===== config.mk =====
export PLATFORM = sky130hd
export DESIGN_NAME = usb_ep0_and_interrupt_logic
export DESIGN_NICKNAME = d
export VERILOG_FILES = /design/src/usb_ep0_irq_pkg.sv /design/src/usb_ep0_and_interrupt_logic.sv
export SDC_FILE = /design/constraint.sdc
export NUM_CORES = 1
export LEC_CHECK = 0
export BUFFER_PORTS_ARGS = -buffer_cell sky130_fd_sc_hd__buf_2
export CELL_PAD_IN_SITES_DETAIL_PLACEMENT = 0
export CELL_PAD_IN_SITES_GLOBAL_PLACEMENT = 1
export CORE_AREA = 3 3 154 156
export DETAILED_ROUTE_END_ITERATION = 10
export DIE_AREA = 0 0 157 159
export GPL_TIMING_DRIVEN = 1
export PLACE_DENSITY = 0.82
export SLEW_MARGIN = 20
export SYNTH_ARGS = -nofsm -noshare
export SYNTH_HDL_FRONTEND = slang
export SYNTH_SLANG_ARGS = --single-unit

===== constraint.sdc =====
create_clock -name aclk -period 8.6 [get_ports aclk]
set_clock_uncertainty 0.15 [all_clocks]
set_input_delay 1.29 -clock aclk [delete_from_list [all_inputs] [get_ports aclk]]
set_output_delay 1.29 -clock aclk [all_outputs]
set_load 0.01 [all_outputs]

===== src/usb_ep0_irq_pkg.sv =====
// Contract
// - Endpoint 0 access-enable bit 7 gates all buffer-manager service of that endpoint; setup_received still clears stall and sets both toggles while it is 0.
// - Read-only toggle bit 5 shows the next data packet PID, DATA0 or DATA1.
// - While stall bit 3 is set, every host access gets a STALL handshake.
// - Stall bit clears on the next setup packet, and by a software write.
// - IN endpoint 0 NAK bit 7 at 1 answers IN tokens with NAK.
// - OUT endpoint 0 NAK bit at 1 answers OUT tokens with NAK.
// - IN endpoint 0 count bits 6-0 give bytes sent per IN token.
// - OUT endpoint 0 count is a running total of bytes stored in the buffer.
// - All module interrupt requests merge through one arbiter into one CPU request.
// - Pending requests are served one at a time; lower code means higher priority.
// - Source field bits 7-0 show current code, 00h when none; 15-8 reserved.
// - Codes: OUT0 02h, IN0 04h, reset, suspend, resume, setup, overwrite, frame, pre-frame.
// - General endpoint codes are 10h+2n for OUT and 20h+2n for IN.
// - DMA codes 30h/31h/40h/41h plus 2n; host done 50h, host error 52h.
// - An endpoint flag sets whenever the buffer manager finishes moving that endpoint's data.
// - Endpoint flag clears on source read returning its code, or on write 1.
// - Endpoint request is raised only while flag and same-position enable are both 1.
// - GO flag clears on source read returning its code, or on write 1.
// - DMA completion with reload 1 clears reload and sets the reload flag.
// - One DMA enable bit per endpoint gates both GO and reload requests.
package usb_ep0_irq_pkg;

	// Register byte offsets
	localparam logic [7:0] OFF_IN_EP0_CONFIG = 8'h00;
	localparam logic [7:0] OFF_OUT_EP0_CONFIG = 8'h04;
	localparam logic [7:0] OFF_IN_EP0_BYTE_COUNT = 8'h08;
	localparam logic [7:0] OFF_OUT_EP0_BYTE_COUNT = 8'h0c;
	localparam logic [7:0] OFF_IRQ_SOURCE_CODE = 8'h10;
	localparam logic [7:0] OFF_OUT_ENDPOINT_FLAGS = 8'h14;
	localparam logic [7:0] OFF_IN_ENDPOINT_FLAGS = 8'h18;
	localparam logic [7:0] OFF_OUT_ENDPOINT_IRQ_ENABLES = 8'h1c;
	localparam logic [7:0] OFF_IN_ENDPOINT_IRQ_ENABLES = 8'h20;
	localparam logic [7:0] OFF_OUT_DMA_DONE_FLAGS = 8'h24;
	localparam logic [7:0] OFF_IN_DMA_DONE_FLAGS = 8'h28;
	localparam logic [7:0] OFF_OUT_DMA_RELOAD_FLAGS = 8'h2c;
	localparam logic [7:0] OFF_IN_DMA_RELOAD_FLAGS = 8'h30;
	localparam logic [7:0] OFF_OUT_DMA_IRQ_ENABLES = 8'h34;
	localparam logic [7:0] OFF_IN_DMA_IRQ_ENABLES = 8'h38;
	localparam logic [7:0] OFF_EVENT_FLAGS = 8'h3c;
	localparam logic [7:0] OFF_EVENT_IRQ_ENABLES = 8'h40;

	// Field positions
	localparam int ACCESS_ENABLE_BIT = 7;
	localparam int TOGGLE_BIT = 5;
	localparam int STALL_BIT = 3;
	localparam int NAK_BIT = 7;
	localparam int COUNT_W = 7;

	// Event flag layout
	localparam int EVT_BUS_RESET = 0;
	localparam int EVT_SUSPEND = 1;
	localparam int EVT_RESUME = 2;
	localparam int EVT_SETUP = 3;
	localparam int EVT_SETUP_OVERWRITE = 4;
	localparam int EVT_FRAME_START = 5;
	localparam int EVT_PRE_FRAME_START = 6;
	localparam int EVT_HOST_DONE = 7;
	localparam int EVT_HOST_ERROR = 8;
	localparam int NUM_EVENTS = 9;

	// Reset values
	localparam logic IN_NAK_RESET = 1'b1;
	localparam logic OUT_NAK_RESET = 1'b0;
	localparam logic [6:0] COUNT_RESET = 7'h00;
	localparam logic [7:0] SRC_NONE = 8'h00;

	// Arbiter slot layout, slot 0 is highest priority
	localparam int NUM_SOURCES = 53;
	localparam int SLOT_EVT = 2;
	localparam int SLOT_OUT_EP = 8;
	localparam int SLOT_IN_EP = 15;
	localparam int SLOT_OUT_DMA = 21;
	localparam int SLOT_IN_DMA = 35;
	localparam int SLOT_HOST_DONE = 51;
	localparam int SLOT_HOST_ERROR = 52;

	// AXI responses
	localparam logic [1:0] RESP_OKAY = 2'h0;
	localparam logic [1:0] RESP_SLVERR = 2'h2;

	typedef enum logic [1:0] {
		REPLY_DATA = 2'b01,
		REPLY_NAK = 2'b10,
		REPLY_STALL = 2'b11
	} reply_t;

	// Slot number to source code; slot order equals code order
	function automatic logic [7:0] source_code(input int slot);
		int c;
		if (slot == 0) begin
			c = 'h02;
		end else if (slot == 1) begin
			c = 'h04;
		end else if (slot < 8) begin
			c = 'h06 + 2 * (slot - 2);
		end else if (slot == 8) begin
			c = 'h11;
		end else if (slot < 16) begin
			c = 'h10 + 2 * (slot - SLOT_OUT_EP);
		end else if (slot < 23) begin
			c = 'h20 + 2 * (slot - SLOT_IN_EP);
		end else if (slot < 37) begin
			c = 'h32 + (slot - 23);
		end else if (slot < 51) begin
			c = 'h42 + (slot - 37);
		end else if (slot == SLOT_HOST_DONE) begin
			c = 'h50;
		end else begin
			c = 'h52;
		end
		return c[7:0];
	endfunction

endpackage


===== src/usb_ep0_and_interrupt_logic.sv =====
// Our own choices: the address map and the AXI4-Lite slave port.
`timescale 1ns/1ps
module usb_ep0_and_interrupt_logic #(
	parameter int ADDR_W = 8
) (
	// Clock and reset
	input wire logic aclk,
	input wire logic aresetn,
	// AXI4-Lite write
	input wire logic [ADDR_W-1:0] awaddr,
	input wire logic [2:0] awprot,
	input wire logic awvalid,
	output logic awready,
	input wire logic [31:0] wdata,
	input wire logic [3:0] wstrb,
	input wire logic wvalid,
	output logic wready,
	output logic [1:0] bresp,
	output logic bvalid,
	input wire logic bready,
	// AXI4-Lite read
	input wire logic [ADDR_W-1:0] araddr,
	input wire logic [2:0] arprot,
	input wire logic arvalid,
	output logic arready,
	output logic [31:0] rdata,
	output logic [1:0] rresp,
	output logic rvalid,
	input wire logic rready,
	// Buffer manager, endpoint 0
	input wire logic in_ep0_token,
	input wire logic out_ep0_token,
	input wire logic in_ep0_done,
	input wire logic out_ep0_done,
	input wire logic out_ep0_byte_stored,
	input wire logic setup_received,
	output usb_ep0_irq_pkg::reply_t in_ep0_reply,
	output logic in_ep0_reply_valid,
	output logic [6:0] in_ep0_send_count,
	output usb_ep0_irq_pkg::reply_t out_ep0_reply,
	output logic out_ep0_reply_valid,
	output logic in_ep0_toggle,
	output logic out_ep0_toggle,
	// General endpoints
	input wire logic [7:1] out_endpoint_done,
	input wire logic [7:1] in_endpoint_done,
	// Bus and host events
	input wire logic bus_reset_event,
	input wire logic suspend_event,
	input wire logic resume_event,
	input wire logic setup_overwrite_event,
	input wire logic frame_start_event,
	input wire logic pre_frame_start_event,
	input wire logic host_done_event,
	input wire logic host_error_event,
	// DMA controller
	input wire logic [7:1] dma_out_complete,
	input wire logic [7:1] dma_out_reload_request,
	input wire logic [7:1] dma_in_complete,
	input wire logic [7:1] dma_in_reload_request,
	output logic [7:1] dma_out_go_clear,
	output logic [7:1] dma_out_reload_clear,
	output logic [7:1] dma_in_go_clear,
	output logic [7:1] dma_in_reload_clear,
	// CPU request
	output logic cpu_irq
);

	// Endpoint 0 state
	logic in_enable, out_enable, in_stall, out_stall, in_nak, out_nak;
	logic [6:0] in_count, out_count;
	// Flags and enables
	logic [7:0] oep_flag, iep_flag, oep_ie, iep_ie;
	logic [7:1] odg, idg, odr, idr, odie, idie;
	logic [8:0] evt_flag, evt_ie;
	// Arbiter
	logic [7:0] src_code;
	logic [5:0] src_slot;
	logic src_valid;

	logic next_in_enable, next_out_enable, next_in_stall, next_out_stall;
	logic next_in_nak, next_out_nak, next_in_toggle, next_out_toggle;
	logic [6:0] next_in_count, next_out_count;
	logic [7:0] next_oep_flag, next_iep_flag, next_oep_ie, next_iep_ie;
	logic [7:1] next_odg, next_idg, next_odr, next_idr, next_odie, next_idie;
	logic [8:0] next_evt_flag, next_evt_ie;
	logic [7:0] next_src_code;
	logic [5:0] next_src_slot;
	logic next_src_valid, next_cpu_irq;
	logic next_awready, next_bvalid, next_arready, next_rvalid;
	logic [1:0] next_bresp, next_rresp;
	logic [31:0] next_rdata;
	usb_ep0_irq_pkg::reply_t next_in_reply, next_out_reply;
	logic next_in_reply_valid, next_out_reply_valid;
	logic [6:0] next_in_send_count;

	logic wr_en, rd_en;
	logic [15:0] wd;
	logic [7:0] waddr, raddr;
	logic [usb_ep0_irq_pkg::NUM_SOURCES-1:0] pend, rd_clr;
	logic [7:0] oep_rclr, iep_rclr;
	logic [7:1] odg_rclr, idg_rclr, odr_rclr, idr_rclr;
	logic [8:0] evt_rclr, evt_set;
	logic [31:0] rd_val;

	function automatic logic reg_hit(input logic [7:0] a);
		return (a[1:0] == 2'h0) && (a <= usb_ep0_irq_pkg::OFF_EVENT_IRQ_ENABLES);
	endfunction

	function automatic logic [7:0] w1c(input logic hit, input logic [7:0] d);
		return hit ? d : 8'h00;
	endfunction

	assign wr_en = awready & awvalid & wvalid;
	assign rd_en = arready & arvalid;
	assign waddr = 8'(awaddr);
	assign raddr = 8'(araddr);
	// Unstrobed lanes write nothing, so W1C bits there stay put
	assign wd = wdata[15:0] & {{8{wstrb[1]}}, {8{wstrb[0]}}};

	assign evt_set = {host_error_event, host_done_event, pre_frame_start_event,
		frame_start_event, setup_overwrite_event, setup_received, resume_event,
		suspend_event, bus_reset_event};

	// Slot map of request lines, each flag gated by its enable
	assign pend[0] = oep_flag[0] & oep_ie[0];
	assign pend[1] = iep_flag[0] & iep_ie[0];
	assign pend[8:2] = evt_flag[6:0] & evt_ie[6:0];
	assign pend[51] = evt_flag[7] & evt_ie[7];
	assign pend[52] = evt_flag[8] & evt_ie[8];
	assign oep_rclr[0] = rd_clr[0];
	assign iep_rclr[0] = rd_clr[1];
	assign evt_rclr = {rd_clr[52:51], rd_clr[8:2]};
	genvar n;
	generate
		for (n = 1; n < 8; n++) begin : g_ep
			assign pend[8 + n] = oep_flag[n] & oep_ie[n];
			assign pend[15 + n] = iep_flag[n] & iep_ie[n];
			assign pend[21 + 2 * n] = odr[n] & odie[n];
			assign pend[22 + 2 * n] = odg[n] & odie[n];
			assign pend[35 + 2 * n] = idr[n] & idie[n];
			assign pend[36 + 2 * n] = idg[n] & idie[n];
			assign oep_rclr[n] = rd_clr[8 + n];
			assign iep_rclr[n] = rd_clr[15 + n];
			assign odr_rclr[n] = rd_clr[21 + 2 * n];
			assign odg_rclr[n] = rd_clr[22 + 2 * n];
			assign idr_rclr[n] = rd_clr[35 + 2 * n];
			assign idg_rclr[n] = rd_clr[36 + 2 * n];
		end
	endgenerate

	// Read mux
	always_comb begin
		rd_val = 32'h0000_0000;
		case (raddr)
			usb_ep0_irq_pkg::OFF_IN_EP0_CONFIG: begin
				rd_val[7:0] = {in_enable, 1'b0, in_ep0_toggle, 1'b0, in_stall, 3'h0};
			end
			usb_ep0_irq_pkg::OFF_OUT_EP0_CONFIG: begin
				rd_val[7:0] = {out_enable, 1'b0, out_ep0_toggle, 1'b0, out_stall, 3'h0};
			end
			usb_ep0_irq_pkg::OFF_IN_EP0_BYTE_COUNT: rd_val[7:0] = {in_nak, in_count};
			usb_ep0_irq_pkg::OFF_OUT_EP0_BYTE_COUNT: rd_val[7:0] = {out_nak, out_count};
			usb_ep0_irq_pkg::OFF_IRQ_SOURCE_CODE: rd_val[7:0] = src_code;
			usb_ep0_irq_pkg::OFF_OUT_ENDPOINT_FLAGS: rd_val[7:0] = oep_flag;
			usb_ep0_irq_pkg::OFF_IN_ENDPOINT_FLAGS: rd_val[7:0] = iep_flag;
			usb_ep0_irq_pkg::OFF_OUT_ENDPOINT_IRQ_ENABLES: rd_val[7:0] = oep_ie;
			usb_ep0_irq_pkg::OFF_IN_ENDPOINT_IRQ_ENABLES: rd_val[7:0] = iep_ie;
			usb_ep0_irq_pkg::OFF_OUT_DMA_DONE_FLAGS: rd_val[7:0] = {odg, 1'b0};
			usb_ep0_irq_pkg::OFF_IN_DMA_DONE_FLAGS: rd_val[7:0] = {idg, 1'b0};
			usb_ep0_irq_pkg::OFF_OUT_DMA_RELOAD_FLAGS: rd_val[7:0] = {odr, 1'b0};
			usb_ep0_irq_pkg::OFF_IN_DMA_RELOAD_FLAGS: rd_val[7:0] = {idr, 1'b0};
			usb_ep0_irq_pkg::OFF_OUT_DMA_IRQ_ENABLES: rd_val[7:0] = {odie, 1'b0};
			usb_ep0_irq_pkg::OFF_IN_DMA_IRQ_ENABLES: rd_val[7:0] = {idie, 1'b0};
			usb_ep0_irq_pkg::OFF_EVENT_FLAGS: rd_val[8:0] = evt_flag;
			usb_ep0_irq_pkg::OFF_EVENT_IRQ_ENABLES: rd_val[8:0] = evt_ie;
			default: rd_val = 32'h0000_0000;
		endcase
	end

	// Next state of the block, except the DMA clear outputs
	always_comb begin
		// Bus handshakes: one write and one read in flight at most
		next_awready = awvalid & wvalid & ~awready & ~bvalid;
		next_bvalid = bvalid ? ~bready : wr_en;
		next_bresp = wr_en ? (reg_hit(waddr) ? usb_ep0_irq_pkg::RESP_OKAY
			: usb_ep0_irq_pkg::RESP_SLVERR) : bresp;
		next_arready = arvalid & ~arready & ~rvalid;
		next_rvalid = rvalid ? ~rready : rd_en;
		next_rdata = rd_en ? rd_val : rdata;
		next_rresp = rd_en ? (reg_hit(raddr) ? usb_ep0_irq_pkg::RESP_OKAY
			: usb_ep0_irq_pkg::RESP_SLVERR) : rresp;

		// Reading the source clears exactly the slot whose code is returned
		rd_clr = '0;
		if (rd_en && raddr == usb_ep0_irq_pkg::OFF_IRQ_SOURCE_CODE && src_valid) begin
			rd_clr[src_slot] = 1'b1;
		end

		// Endpoint 0 descriptors
		next_in_enable = in_enable;
		next_out_enable = out_enable;
		next_in_stall = in_stall;
		next_out_stall = out_stall;
		next_in_nak = in_nak;
		next_out_nak = out_nak;
		next_in_count = in_count;
		next_out_count = out_count;
		next_in_toggle = in_ep0_toggle;
		next_out_toggle = out_ep0_toggle;
		if (wr_en && wstrb[0]) begin
			if (waddr == usb_ep0_irq_pkg::OFF_IN_EP0_CONFIG) begin
				next_in_enable = wdata[usb_ep0_irq_pkg::ACCESS_ENABLE_BIT];
				next_in_stall = wdata[usb_ep0_irq_pkg::STALL_BIT];
			end
			if (waddr == usb_ep0_irq_pkg::OFF_OUT_EP0_CONFIG) begin
				next_out_enable = wdata[usb_ep0_irq_pkg::ACCESS_ENABLE_BIT];
				next_out_stall = wdata[usb_ep0_irq_pkg::STALL_BIT];
			end
			// Loads above 64 are the writer's fault and are kept as written
			if (waddr == usb_ep0_irq_pkg::OFF_IN_EP0_BYTE_COUNT) begin
				next_in_nak = wdata[usb_ep0_irq_pkg::NAK_BIT];
				next_in_count = wdata[6:0];
			end
			if (waddr == usb_ep0_irq_pkg::OFF_OUT_EP0_BYTE_COUNT) begin
				next_out_nak = wdata[usb_ep0_irq_pkg::NAK_BIT];
				next_out_count = wdata[6:0];
			end
		end
		// Hardware updates come after the write so they win a same-cycle race
		if (out_enable && out_ep0_byte_stored && out_count != 7'h7f) begin
			next_out_count = out_count + 7'h01;
		end
		if (in_enable && in_ep0_done) begin
			next_in_nak = 1'b1;
			next_in_toggle = ~in_ep0_toggle;
		end
		if (out_enable && out_ep0_done) begin
			next_out_nak = 1'b1;
			next_out_toggle = ~out_ep0_toggle;
		end
		// Data stage after setup always opens with DATA1
		if (setup_received) begin
			next_in_stall = 1'b0;
			next_out_stall = 1'b0;
			next_in_toggle = 1'b1;
			next_out_toggle = 1'b1;
		end

		// Token answers; a disabled endpoint is never answered
		next_in_reply_valid = in_ep0_token & in_enable;
		next_out_reply_valid = out_ep0_token & out_enable;
		next_in_reply = in_stall ? usb_ep0_irq_pkg::REPLY_STALL
			: in_nak ? usb_ep0_irq_pkg::REPLY_NAK : usb_ep0_irq_pkg::REPLY_DATA;
		next_out_reply = out_stall ? usb_ep0_irq_pkg::REPLY_STALL
			: out_nak ? usb_ep0_irq_pkg::REPLY_NAK : usb_ep0_irq_pkg::REPLY_DATA;
		next_in_send_count = in_count;

		// Flags: set wins over both kinds of clear
		next_oep_flag = (oep_flag & ~oep_rclr
			& ~w1c(wr_en && waddr == usb_ep0_irq_pkg::OFF_OUT_ENDPOINT_FLAGS, wd[7:0]))
			| {out_endpoint_done, out_ep0_done & out_enable};
		next_iep_flag = (iep_flag & ~iep_rclr
			& ~w1c(wr_en && waddr == usb_ep0_irq_pkg::OFF_IN_ENDPOINT_FLAGS, wd[7:0]))
			| {in_endpoint_done, in_ep0_done & in_enable};
		next_odg = (odg & ~odg_rclr
			& ~7'(w1c(wr_en && waddr == usb_ep0_irq_pkg::OFF_OUT_DMA_DONE_FLAGS, wd[7:0]) >> 1))
			| (dma_out_complete & ~dma_out_reload_request);
		next_idg = (idg & ~idg_rclr
			& ~7'(w1c(wr_en && waddr == usb_ep0_irq_pkg::OFF_IN_DMA_DONE_FLAGS, wd[7:0]) >> 1))
			| (dma_in_complete & ~dma_in_reload_request);
		next_odr = (odr & ~odr_rclr
			& ~7'(w1c(wr_en && waddr == usb_ep0_irq_pkg::OFF_OUT_DMA_RELOAD_FLAGS, wd[7:0]) >> 1))
			| (dma_out_complete & dma_out_reload_request);
		next_idr = (idr & ~idr_rclr
			& ~7'(w1c(wr_en && waddr == usb_ep0_irq_pkg::OFF_IN_DMA_RELOAD_FLAGS, wd[7:0]) >> 1))
			| (dma_in_complete & dma_in_reload_request);
		next_evt_flag = (evt_flag & ~evt_rclr
			& ~(wr_en && waddr == usb_ep0_irq_pkg::OFF_EVENT_FLAGS ? wd[8:0] : 9'h000))
			| evt_set;

		// Enables
		next_oep_ie = oep_ie;
		next_iep_ie = iep_ie;
		next_odie = odie;
		next_idie = idie;
		next_evt_ie = evt_ie;
		if (wr_en && wstrb[0]) begin
			case (waddr)
				usb_ep0_irq_pkg::OFF_OUT_ENDPOINT_IRQ_ENABLES: next_oep_ie = wdata[7:0];
				usb_ep0_irq_pkg::OFF_IN_ENDPOINT_IRQ_ENABLES: next_iep_ie = wdata[7:0];
				usb_ep0_irq_pkg::OFF_OUT_DMA_IRQ_ENABLES: next_odie = wdata[7:1];
				usb_ep0_irq_pkg::OFF_IN_DMA_IRQ_ENABLES: next_idie = wdata[7:1];
				usb_ep0_irq_pkg::OFF_EVENT_IRQ_ENABLES: next_evt_ie[7:0] = wdata[7:0];
				default: next_oep_ie = oep_ie;
			endcase
		end
		if (wr_en && wstrb[1] && waddr == usb_ep0_irq_pkg::OFF_EVENT_IRQ_ENABLES) begin
			next_evt_ie[8] = wdata[8];
		end

		// Fixed-priority arbiter, lowest slot wins
		next_src_valid = 1'b0;
		next_src_slot = 6'h00;
		next_src_code = usb_ep0_irq_pkg::SRC_NONE;
		for (int i = usb_ep0_irq_pkg::NUM_SOURCES - 1; i >= 0; i--) begin
			if (pend[i] && !rd_clr[i]) begin
				next_src_valid = 1'b1;
				next_src_slot = 6'(i);
				next_src_code = usb_ep0_irq_pkg::source_code(i);
			end
		end
		next_cpu_irq = next_src_valid;
	end

	always_ff @(posedge aclk) begin
		if (!aresetn) begin
			awready <= 1'b0;
			wready <= 1'b0;
			bvalid <= 1'b0;
			bresp <= usb_ep0_irq_pkg::RESP_OKAY;
			arready <= 1'b0;
			rvalid <= 1'b0;
			rdata <= 32'h0000_0000;
			rresp <= usb_ep0_irq_pkg::RESP_OKAY;
			in_enable <= 1'b0;
			out_enable <= 1'b0;
			in_stall <= 1'b0;
			out_stall <= 1'b0;
			in_nak <= usb_ep0_irq_pkg::IN_NAK_RESET;
			out_nak <= usb_ep0_irq_pkg::OUT_NAK_RESET;
			in_count <= usb_ep0_irq_pkg::COUNT_RESET;
			out_count <= usb_ep0_irq_pkg::COUNT_RESET;
			in_ep0_toggle <= 1'b0;
			out_ep0_toggle <= 1'b0;
			in_ep0_reply <= usb_ep0_irq_pkg::REPLY_NAK;
			out_ep0_reply <= usb_ep0_irq_pkg::REPLY_NAK;
			in_ep0_reply_valid <= 1'b0;
			out_ep0_reply_valid <= 1'b0;
			in_ep0_send_count <= usb_ep0_irq_pkg::COUNT_RESET;
			oep_flag <= 8'h00;
			iep_flag <= 8'h00;
			oep_ie <= 8'h00;
			iep_ie <= 8'h00;
			odg <= 7'h00;
			idg <= 7'h00;
			odr <= 7'h00;
			idr <= 7'h00;
			odie <= 7'h00;
			idie <= 7'h00;
			evt_flag <= 9'h000;
			evt_ie <= 9'h000;
			dma_out_go_clear <= 7'h00;
			dma_out_reload_clear <= 7'h00;
			dma_in_go_clear <= 7'h00;
			dma_in_reload_clear <= 7'h00;
			src_code <= usb_ep0_irq_pkg::SRC_NONE;
			src_slot <= 6'h00;
			src_valid <= 1'b0;
			cpu_irq <= 1'b0;
		end else begin
			awready <= next_awready;
			wready <= next_awready;
			bvalid <= next_bvalid;
			bresp <= next_bresp;
			arready <= next_arready;
			rvalid <= next_rvalid;
			rdata <= next_rdata;
			rresp <= next_rresp;
			in_enable <= next_in_enable;
			out_enable <= next_out_enable;
			in_stall <= next_in_stall;
			out_stall <= next_out_stall;
			in_nak <= next_in_nak;
			out_nak <= next_out_nak;
			in_count <= next_in_count;
			out_count <= next_out_count;
			in_ep0_toggle <= next_in_toggle;
			out_ep0_toggle <= next_out_toggle;
			in_ep0_reply <= next_in_reply;
			out_ep0_reply <= next_out_reply;
			in_ep0_reply_valid <= next_in_reply_valid;
			out_ep0_reply_valid <= next_out_reply_valid;
			in_ep0_send_count <= next_in_send_count;
			oep_flag <= next_oep_flag;
			iep_flag <= next_iep_flag;
			oep_ie <= next_oep_ie;
			iep_ie <= next_iep_ie;
			odg <= next_odg;
			idg <= next_idg;
			odr <= next_odr;
			idr <= next_idr;
			odie <= next_odie;
			idie <= next_idie;
			evt_flag <= next_evt_flag;
			evt_ie <= next_evt_ie;
			dma_out_go_clear <= dma_out_complete & ~dma_out_reload_request;
			dma_out_reload_clear <= dma_out_complete & dma_out_reload_request;
			dma_in_go_clear <= dma_in_complete & ~dma_in_reload_request;
			dma_in_reload_clear <= dma_in_complete & dma_in_reload_request;
			src_code <= next_src_code;
			src_slot <= next_src_slot;
			src_valid <= next_src_valid;
			cpu_irq <= next_cpu_irq;
		end
	end

endmodule


### Word level (Yosys, flattened, before mapping)

Index checks and enable logic that the tools add are counted.

* input port bits: 121
* register bits: 187

* reductions and logical operators: 159
* add/subtract/negate cells: 1
* bitwise operators: 110
* order comparisons: 4
* equal/unequal tests: 32
* mux-type cells: 188

Operators by type and width (number)
* two-way mux 6 bit: 42
* case mux 8 bit (17 select lines): 1
* two-way mux 7 bit: 19
* == test 8 x 6 -> 1 bit (second input constant): 16
* two-way mux 5 bit: 25
* bitwise AND 7 bit: 13
* logical AND 1 bit: 72
* NOT 7 bit: 10
* two-way mux 1 bit: 66
* bitwise AND 1 bit: 58
* == test 8 x 5 -> 1 bit (second input constant): 7
* zero test 1 bit: 53
* two-way mux 53 bit: 1
* OR reduction 53 bit: 1
* two-way mux 4 bit: 12
* two-way mux 8 bit: 6
* OR reduction 38 bit: 1
* OR reduction 33 bit: 1
* bitwise AND 8 bit: 4
* == test 8 x 4 -> 1 bit (second input constant): 4
* NOT 8 bit: 4
* OR 7 bit: 4
* bitwise AND 9 bit: 3
* AND reduction 2 bit: 10
* 26 further kinds: 61

### Logic depth before layout (Yosys ltp)

Gate-level depths: netlist (run 1).

* depth in word-level cells: 60
* mapped depth: 10
* mapped depth without buffers: 9

### Least setup slack after synthesis (run 1)

Ideal clock, no wire load.

* path kind: in2reg
* start: input port araddr[3]
* end: register src_code[4]
* data required time: 8.318 ns
* cell stages on the path: 8
* arrival time: 3.653 ns
* path slack: 4.665 ns
* path through: or4_1 -> or2_1 -> buf_2 -> o311ai_2 -> nand2_1 -> or4b_4 -> o41ai_2 -> a311oi_1

* word-level cells in the longest chain between the ends: 52
* elaborated cells between the ends (all ways): 157
* classes of those cells: eq/ne (1); mux (47); reduce/logical (109)

Ends and longest elaborated chain
* from (decl): line usb_ep0_and_interrupt_logic.sv:22 `input wire logic [ADDR_W-1:0] araddr,`
* == test 8 x 5 -> 1 bit *: line usb_ep0_and_interrupt_logic.sv:196 `if (rd_en && raddr == usb_ep0_irq_pkg::OFF_IRQ_SOURCE_CODE && src_valid) begin`
* logical AND 1 bit * (2 in series): line usb_ep0_and_interrupt_logic.sv:196
* two-way mux 53 bit *: line usb_ep0_and_interrupt_logic.sv:196
* zero test 1 bit: line usb_ep0_and_interrupt_logic.sv:307 `if (pend[i] && !rd_clr[i]) begin`
* logical AND 1 bit: line usb_ep0_and_interrupt_logic.sv:307
* two-way mux 7 bit (16 in series): line usb_ep0_and_interrupt_logic.sv:307
* two-way mux 6 bit (21 in series): line usb_ep0_and_interrupt_logic.sv:307
* two-way mux 5 bit (9 in series): line usb_ep0_and_interrupt_logic.sv:307
* to (signal assigned): line usb_ep0_and_interrupt_logic.sv:357 `src_code <= usb_ep0_irq_pkg::SRC_NONE;`
* to (signal assigned): line usb_ep0_and_interrupt_logic.sv:401 `src_code <= next_src_code;`
* to (decl): line usb_ep0_and_interrupt_logic.sv:77 `logic [7:0] src_code;`

Every way passes the cells marked *; elsewhere a longest branch is shown, timed or not.
A chain may end at the register's enable or synchronous reset.

### Final worst setup path (run 1)

* start: input port araddr[4]
* end: register src_code[4]

The elaborated chain is that of the path after synthesis.

==> results of run 1 <==
-- flip-flops by register name, summed over array words and instances, names as in the netlist, 6 cells and up --
name and cells:
evt_ie 9, odr 7, evt_flag 9, oep_flag 8, dma_in_reload_clear 7, iep_flag 8, in_ep0_send_count 7, odg 7
out_count 7, iep_ie 8, dma_out_go_clear 7, idie 7, in_count 7, odie 7, rdata 9, oep_ie 8
src_code 7, idr 7, dma_in_go_clear 7, dma_out_reload_clear 7, idg 7, src_slot 6
-- metrics by stage --
step | hold WS, ns | utilization [%] | setup WS [ns] | power (mW) | instance area (sq um)
2_1_floorplan | 0.291 | - | 4.66 | 1.00 | 9970
3_3_place_gp | 0.284 | 47.6 | 3.58 | 1.08 | 10700
3_5_place_dp | 0.291 | 47.6 | 3.54 | 1.08 | 10700
4_1_cts | 0.301 | 50.5 | 3.99 | 1.93 | 11400
5_1_grt | 0.336 | 50.5 | 3.51 | 1.98 | 11400
6_report | 0.299 | 50.5 | 3.83 | 1.93 | 11400
-- synth_stat cells (4+ instances only) --
cell / instances
nor3b_1: 8
o21ai_1: 4
buf_4: 27
nand2b_1: 6
a41o_1: 4
inv_1: 13
a222oi_1: 10
nor3_1: 20
and2_1: 14
o22ai_1: 17
nor2_1: 168
mux2i_1: 47
a221oi_1: 10
clkbuf_1: 48
a2111oi_0: 4
nand4_1: 15
or3_1: 6
o21ai_0: 76
dfxtp_1: 184
and4b_1: 4
o211ai_1: 46
a211oi_1: 7
o21bai_1: 9
a22oi_1: 6
o31ai_1: 5
o211a_1: 12
a21o_1: 7
a22o_1: 9
a21boi_0: 4
a31oi_1: 36
o2111ai_1: 7
a311oi_1: 4
nand2_1: 156
nor4_1: 9
a21oi_1: 57
nand3b_1: 8
nand3_1: 55
and3b_1: 4
buf_2: 5
and3_1: 24
-- power groups by stage --
| stage | clock (mW) | sequential (mW) | combinational, mW |
|---|---|---|---|
| 2_1_floorplan | 0 | 0.919 | 0.0852 |
| 3_3_place_gp | 0 | 0.931 | 0.147 |
| 3_5_place_dp | 0 | 0.931 | 0.148 |
| 6_report | 0.862 | 0.915 | 0.153 |
| 4_1_cts | 0.865 | 0.912 | 0.149 |
| 5_1_grt | 0.902 | 0.915 | 0.165 |
-- how the worst max path moves through the flow --
stage / start / end / cells past startpoint
finish: araddr[4] / src_code[4]$_SDFF_PP0_ / 10
global placement: araddr[4] / src_code[4]$_SDFF_PP0_ / 10
CTS: araddr[4] / src_code[4]$_SDFF_PP0_ / 10
floorplan: araddr[3] / src_code[4]$_SDFF_PP0_ / 8
global route: araddr[4] / src_code[4]$_SDFF_PP0_ / 10
detailed placement: araddr[4] / src_code[4]$_SDFF_PP0_ / 10
-- worst max-delay path, cell delays in order --
cell      delay (ns)
buf_2           0.30
nor4b_2         0.26
buf_4           0.23
nand3_1         0.50
o311ai_1        0.95
nor4b_2         0.43
nand4b_1        0.25
nor3_1          0.38
o41ai_2         0.11
a311oi_1        0.26
-- cells by family after synthesis --
kind of cell             Yosys count  synth area share (%)
multiplexers                      50                  5.11
AND/OR/NAND/NOR                  526                  25.6
XOR/XNOR                           3                 0.266
buffers and inverters             95                  4.78
AO/OA/AOI/OAI                    374                  26.8
flip-flops                       184                  37.3
adder cells (fa/ha/maj)            1                 0.127
other                              1                0.0380
-- routing by layer --
metal | vias to the layer above | wire length [um] | track usage, %
li1 | 4808 | - | -
met1 | 4958 | 18200 | 47.6
met2 | 647 | 18300 | 49.2
met3 | 116 | 4430 | 6.20
met4 | 0 | 2190 | 15.3
met5 | - | 0 | 0
-- final cells by class --
| class | count | area [sq um] | area share (%) |
|---|---|---|---|
| multi-input combinational | 979 | 5820 | 51.2 |
| sequential | 184 | 3680 | 32.4 |
| timing repair buffer | 158 | 813 | 7.16 |
| clock buffer | 17 | 425 | 3.75 |
| tap | 285 | 357 | 3.14 |
| clock inverter | 15 | 209 | 1.84 |
| inverter | 13 | 48.8 | 0.430 |
==> metrics.txt, run 1 <==
# TYPE chip_impl_metric gauge
chip_impl_info{name="outcome",value="finished, final reports clean"} 1
chip_impl_metric{name="timing.final.hold_violations",unit=""} 0
chip_impl_metric{name="num_rows",unit=""} 55
chip_impl_metric{name="place_congestion",unit=""} 0.995
chip_impl_metric{name="place_hpwl",unit="mm"} 32.6
chip_impl_info{name="regToRegEndpoint",value="src_code[4]$_SDFF_PP0_"} 1
chip_impl_info{name="critical_path_class",value="input port to flop"} 1
chip_impl_metric{name="fmaxAchievable",unit="MHz"} 210
chip_impl_metric{name="final.fill_count",unit=""} 2258
chip_impl_metric{name="synth.lib_cells_used.distinct",unit=""} 90
chip_impl_metric{name="dp_cells",unit=""} 1619
chip_impl_metric{name="critical_path.max_fanout",unit=""} 14
chip_impl_metric{name="core_region_area",unit="sq mm"} 0.0225
chip_impl_metric{name="vdd_drop_max",unit="V"} 0.000110
chip_impl_metric{name="floorplan.die_area",unit="sq mm"} 0.0250
chip_impl_info{name="hold-path-endpoint",value="wready$_SDFF_PN0_"} 1
chip_impl_metric{name="p_switching",unit="mW"} 0.528
chip_impl_info{name="yosys_most_used_dff",value="dfxtp_1"} 1
chip_impl_metric{name="syn_inst",unit=""} 1234
chip_impl_metric{name="route.detailed.drc",unit=""} 0
chip_impl_metric{name="worstPathArrival",unit="ns"} 4.97
chip_impl_metric{name="min_period_over_period",unit="%"} 55.5
chip_impl_metric{name="report.final.setup_viol",unit=""} 0
chip_impl_metric{name="internal-power",unit="mW"} 1.40
chip_impl_metric{name="global_route_wire_length_before_repair",unit="mm"} 62.8
chip_impl_metric{name="min_period",unit="ns"} 4.77
chip_impl_metric{name="power.density",unit="mW/mm^2"} 170
chip_impl_metric{name="maxSlewHeadroom",unit="%"} 28.5
chip_impl_info{name="worst_hold_startpoint",value="bvalid$_SDFF_PN0_"} 1
chip_impl_metric{name="dr_total_vias",unit=""} 10500
chip_impl_info{name="critical_path.endpoint_type",value="flop"} 1
chip_impl_metric{name="setup_tns",unit="ns"} 0
chip_impl_metric{name="synth_async_sr_flop_share",unit="%"} 0
chip_impl_metric{name="post-cts-setup-buffers",unit=""} 0
chip_impl_metric{name="die-width",unit="um"} 157
chip_impl_metric{name="worst_ep_required_time",unit="ns"} 8.80
chip_impl_metric{name="groute.usage.overall",unit="%"} 33.5
chip_impl_metric{name="antenna-diode-count",unit=""} 0
chip_impl_metric{name="seq_power_share",unit="%"} 47.4
chip_impl_metric{name="start_util",unit="%"} 43.9
chip_impl_metric{name="insertion_delay",unit="ns"} 0.45
chip_impl_metric{name="cts_resized",unit=""} 0
chip_impl_metric{name="static-leakage-power",unit="nW"} 4.87
chip_impl_info{name="grt_setup_unrepaired",value="false"} 1
chip_impl_metric{name="clkTransAtPathRegs",unit="ns"} 0.08
chip_impl_metric{name="timing.hold.worst_path_depth",unit=""} 1
chip_impl_metric{name="pin_count_of_the_biggest_net_entering_global_routing",unit=""} 65
chip_impl_info{name="min-delay-path-class",value="flop to flop"} 1
chip_impl_metric{name="area_growth",unit="%"} 15.0
chip_impl_metric{name="post_synth_edffs",unit=""} 0
chip_impl_info{name="synth_largest_area_cell",value="dfxtp_1"} 1
chip_impl_metric{name="synth.cell_area",unit="sq mm"} 0.00988
chip_impl_metric{name="nNetsFinal",unit=""} 1475
chip_impl_info{name="most-common-layout-cells",value="dfxtp_1 (184), nor2_1 (168), nand2_1 (156)"} 1
chip_impl_metric{name="power_frac_clock",unit="%"} 44.7
chip_impl_metric{name="synth_top_area_share",unit="%"} 37.3
chip_impl_metric{name="grt_pass1_vias",unit=""} 9681
chip_impl_metric{name="timing.reg2reg.worst_path_depth",unit=""} 8
chip_impl_metric{name="clock_tree.htree_level_count",unit=""} 4
chip_impl_metric{name="number_of_antenna_violations_at_the_first_check_in_global_routing",unit=""} 0
chip_impl_metric{name="maximum_clock_path_buffer_count",unit=""} 2
chip_impl_metric{name="viasPerCell",unit=""} 6.38
chip_impl_metric{name="synthesis.yosys.warnings",unit=""} 0
chip_impl_info{name="tritoncts",value="built"} 1
chip_impl_metric{name="avgSynthCellArea",unit="sq um"} 8.00
chip_impl_metric{name="final_antenna_net_count",unit=""} 0
chip_impl_metric{name="sw_frac_of_total",unit="%"} 27.3
chip_impl_metric{name="first_iter_violations",unit=""} 1330
chip_impl_info{name="layout_commonest_cell",value="dfxtp_1"} 1
chip_impl_metric{name="slack_of_the_worst_reg_to_reg_path",unit="ns"} 4.48
chip_impl_metric{name="i_o_buffers",unit=""} 149
chip_impl_metric{name="die-height",unit="um"} 159
chip_impl_metric{name="report.final.slew_viol_count",unit=""} 0
chip_impl_metric{name="route.detailed.wl_per_inst",unit="um"} 26.1
chip_impl_metric{name="io_pins",unit=""} 206
chip_impl_metric{name="tritoncts_num_sinks",unit=""} 184
chip_impl_metric{name="worstMarginPinSlew",unit="ns"} 1.07
chip_impl_metric{name="globalRoute.totalOverflow",unit=""} 0
chip_impl_metric{name="cts_inserted_buffers",unit=""} 17
chip_impl_metric{name="drv_cap",unit=""} 0
chip_impl_metric{name="ys_seq_elements",unit=""} 184
chip_impl_metric{name="drive_above_1_share",unit="%"} 16.9
chip_impl_info{name="clk_root_buffer_cell",value="clkbuf_16"} 1
chip_impl_metric{name="ys_seq_area_share",unit="%"} 37.3
chip_impl_info{name="critical_path.reg2reg.startpoint",value="arready$_SDFF_PN0_"} 1
chip_impl_metric{name="combinationalPowerShare",unit="%"} 7.9
chip_impl_metric{name="cts_hold_repair.buffers",unit=""} 0
chip_impl_metric{name="dr.pass1.iters",unit=""} 6
chip_impl_info{name="critical_path.startpoint_type",value="input port"} 1
chip_impl_info{name="synth_area_leaders",value="dfxtp_1 (37%), nor2_1 (6.4%), nand2_1 (5.9%)"} 1
chip_impl_metric{name="drt_wl_total",unit="mm"} 43.1
chip_impl_metric{name="layoutNonFillerInstCount",unit=""} 1651
Power figures use the tool's default switching activity.
==> run 2, diff against run 1 <==
- CORE_AREA: 3 3 154 156 -> 3 3 168 170
- DIE_AREA: 0 0 157 159 -> 0 0 171 173
- PLACE_DENSITY: 0.82 -> 0.73
- clock period: 8.6 -> 4 ns (I/O delays scaled with it)
==> run 2 against run 1 <==
Compared with the run above:
- combinational power grew 130%
- sequential cell count is the same
- utilization shrank 6.2 points
- clock power grew 110%
- register-to-register slack lost 3.8 ns
- first-iteration DRC count grew 1.4%
- die area grew 19%
- worst setup slack lost 3.3 ns
- via count grew 1.2%
- critical path depth shrank 1
- sequential share of layout area shrank 1.5 points
==> metrics.txt, run 2 (same netlist as run 1, synthesis figures left out) <==
# TYPE chip_impl_metric gauge
chip_impl_metric{name="report.final.setup_viol",unit=""} 0
chip_impl_metric{name="place_congestion",unit=""} 0.978
chip_impl_metric{name="area_growth",unit="%"} 20.4
chip_impl_metric{name="timing.reg2reg.worst_path_depth",unit=""} 7
chip_impl_metric{name="final.setup.worst_slack",unit="ns"} 0.540
chip_impl_metric{name="clock_tree.htree_level_count",unit=""} 4
chip_impl_metric{name="report.final.slew_viol_count",unit=""} 0
chip_impl_metric{name="cts_inserted_buffers",unit=""} 17
chip_impl_metric{name="insertion_delay",unit="ns"} 0.46
chip_impl_info{name="critical_path_class",value="input port to flop"} 1
chip_impl_info{name="tritoncts",value="built"} 1
chip_impl_metric{name="maxSlewHeadroom",unit="%"} 43.6
chip_impl_info{name="clk_root_buffer_cell",value="clkbuf_16"} 1
chip_impl_metric{name="drv_cap",unit=""} 0
chip_impl_metric{name="grt_pass1_vias",unit=""} 10000
chip_impl_metric{name="internal-power",unit="mW"} 2.86
chip_impl_info{name="globalRoute.busiestLayer",value="met2"} 1
chip_impl_metric{name="worstPathArrival",unit="ns"} 3.69
chip_impl_metric{name="final.fill_count",unit=""} 2758
chip_impl_metric{name="i_o_buffers",unit=""} 149
chip_impl_metric{name="preCtsSetupSlack",unit="ns"} 0.147
chip_impl_metric{name="antenna-diode-count",unit=""} 0
chip_impl_info{name="critPathCapture",value="src_code[3]$_SDFF_PP0_"} 1
chip_impl_metric{name="vdd_drop_max",unit="V"} 0.000259
chip_impl_metric{name="io_pins",unit=""} 206
chip_impl_metric{name="first_iter_violations",unit=""} 1349
chip_impl_metric{name="combinationalPowerShare",unit="%"} 8.5
chip_impl_metric{name="clkTransAtPathRegs",unit="ns"} 0.09
chip_impl_metric{name="min_period",unit="ns"} 3.46
chip_impl_info{name="critical_path.startpoint_type",value="input port"} 1
chip_impl_metric{name="viasPerCell",unit=""} 6.02
chip_impl_metric{name="globalRouteMet1Util",unit="%"} 43.1
chip_impl_metric{name="min_period_over_period",unit="%"} 86.5
chip_impl_metric{name="num_rows",unit=""} 60
chip_impl_metric{name="nNetsFinal",unit=""} 1538
chip_impl_metric{name="setup_tns",unit="ns"} 0
chip_impl_metric{name="post-cts-setup-buffers",unit=""} 0
chip_impl_metric{name="slack_of_the_worst_reg_to_reg_path",unit="ns"} 0.70
chip_impl_metric{name="seq_power_share",unit="%"} 48.2
chip_impl_metric{name="core_region_area",unit="sq mm"} 0.0269
chip_impl_info{name="top_regs",value="evt_flag x9, evt_ie x9, rdata x9"} 1
chip_impl_metric{name="power.density",unit="mW/mm^2"} 343
chip_impl_metric{name="groute.usage.overall",unit="%"} 30.2
chip_impl_info{name="critical_path.endpoint_type",value="flop"} 1
chip_impl_metric{name="drt_wl_total",unit="mm"} 45.7
chip_impl_metric{name="route.detailed.wl_per_inst",unit="um"} 25.8
chip_impl_info{name="cpMostUsedCell",value="or3_1"} 1
chip_impl_info{name="critical_path_cell_list",value="buf_2, or4_1, or3_1, o211a_4, or3_1, a311oi_1, o311a_1, o2111ai_1, a21oi_1"} 1
chip_impl_metric{name="maximum_clock_path_buffer_count",unit=""} 2
chip_impl_info{name="crit_path_start",value="araddr[2]"} 1
chip_impl_metric{name="sw_frac_of_total",unit="%"} 30.0
chip_impl_info{name="regToRegEndpoint",value="src_code[4]$_SDFF_PP0_"} 1
chip_impl_info{name="layout_commonest_cell",value="dfxtp_1"} 1
chip_impl_metric{name="final_antenna_net_count",unit=""} 0
chip_impl_metric{name="pin_count_of_the_biggest_net_entering_global_routing",unit=""} 67
chip_impl_metric{name="global_route_wire_length_before_repair",unit="mm"} 66.4
chip_impl_metric{name="fmaxAchievable",unit="MHz"} 289
chip_impl_info{name="cp_slowest_cell",value="or4_1"} 1
chip_impl_metric{name="route.detailed.drc",unit=""} 0
chip_impl_metric{name="p_switching",unit="mW"} 1.23
chip_impl_metric{name="worstMarginPinSlew",unit="ns"} 0.843
chip_impl_metric{name="cts_hold_repair.buffers",unit=""} 0
chip_impl_metric{name="global_route.usage.met3",unit="%"} 3.91
chip_impl_metric{name="hold_ws",unit="ns"} 0.170
chip_impl_metric{name="power_frac_clock",unit="%"} 43.3
chip_impl_metric{name="start_util",unit="%"} 36.8
chip_impl_info{name="outcome",value="finished, final reports clean"} 1
chip_impl_metric{name="dr.pass1.iters",unit=""} 6
chip_impl_info{name="grt_setup_unrepaired",value="false"} 1
chip_impl_info{name="most-common-layout-cells",value="dfxtp_1 (184), nor2_1 (168), nand2_1 (156)"} 1
chip_impl_metric{name="cts_resized",unit=""} 0
chip_impl_metric{name="use_met2",unit="%"} 46.2
chip_impl_info{name="min-delay-path-class",value="input port to flop"} 1
chip_impl_metric{name="critical_path.max_fanout",unit=""} 8
chip_impl_metric{name="globalRoute.totalOverflow",unit=""} 0
chip_impl_metric{name="slowest_delay",unit="ns"} 0.73
chip_impl_metric{name="die-height",unit="um"} 173
chip_impl_metric{name="tritoncts_num_sinks",unit=""} 184
chip_impl_metric{name="die-width",unit="um"} 171
chip_impl_metric{name="drive_above_1_share",unit="%"} 20.6
chip_impl_metric{name="static-leakage-power",unit="nW"} 5.16
chip_impl_metric{name="dr_total_vias",unit=""} 10700
chip_impl_metric{name="worst_ep_required_time",unit="ns"} 4.23
chip_impl_metric{name="place_hpwl",unit="mm"} 35.6
chip_impl_metric{name="number_of_antenna_violations_at_the_first_check_in_global_routing",unit=""} 0
chip_impl_info{name="critical_path.reg2reg.startpoint",value="src_slot[3]$_SDFF_PP0_"} 1
chip_impl_metric{name="timing.final.hold_violations",unit=""} 0
chip_impl_metric{name="floorplan.die_area",unit="sq mm"} 0.0296
==> run 2: per-layer routing <==
layer	routed length [um]	vias up
met5	0	-
met4	1900	0
met3	3860	102
met2	19900	637
met1	20000	4997
li1	-	4919
==> run 2: worst min path at each step <==
stage	start	slack (ns)	endpoint	cells after the start
CTS	dma_out_reload_request[7]	0.17	dma_out_go_clear[7]$_SDFF_PN0_	2
finish	dma_out_reload_request[7]	0.17	dma_out_go_clear[7]$_SDFF_PN0_	2
floorplan	in_nak$_SDFFE_PP1P_	0.29	in_ep0_reply[0]$_SDFF_PN0_	1
detailed placement	bvalid$_SDFF_PN0_	0.29	wready$_SDFF_PN0_	1
global placement	bvalid$_SDFF_PN0_	0.29	wready$_SDFF_PN0_	1
global route	dma_out_reload_request[7]	0.16	dma_out_go_clear[7]$_SDFF_PN0_	2
==> run 2: final cells by class <==
cell class | count | area, sq um | area share [%]
Multi-Input combinational cell | 979 | 5820 | 48.9
Sequential cell | 184 | 3680 | 31.0
Tap cell | 341 | 427 | 3.59
Clock inverter | 15 | 180 | 1.51
Clock buffer | 17 | 425 | 3.58
Inverter | 13 | 48.8 | 0.410
Timing Repair Buffer | 221 | 1310 | 11.0
==> run 2: worst max-delay path, delay by kind of cell <==
kind / cells / cell delay, ns
buffers and inverters: 1 / 0.14
AND/OR/NAND/NOR: 3 / 1.70
AO/OA/AOI/OAI: 5 / 1.24
==> run 2: power by group through the flow <==
stage / registers, mW / logic, mW / clock network [mW]
global placement: 2.01 / 0.339 / 0
detailed placement: 2.00 / 0.339 / 0
finish: 1.97 / 0.347 / 1.77
CTS: 1.96 / 0.341 / 1.78
floorplan: 1.97 / 0.183 / 0
global route: 1.97 / 0.376 / 1.85
==> run 2: per-stage QoR <==
step / power, mW / std cells / cell area [sq um] / utilization [%]
floorplan: 2.16 / 1258 / 9970 / -
CTS: 4.08 / 1770 / 11900 / 44.3
finish: 4.08 / 1770 / 11900 / 44.3
global route: 4.19 / 1770 / 11900 / 44.3
detailed placement: 2.34 / 1738 / 11300 / 42.0
global placement: 2.34 / 1738 / 11300 / 42.0
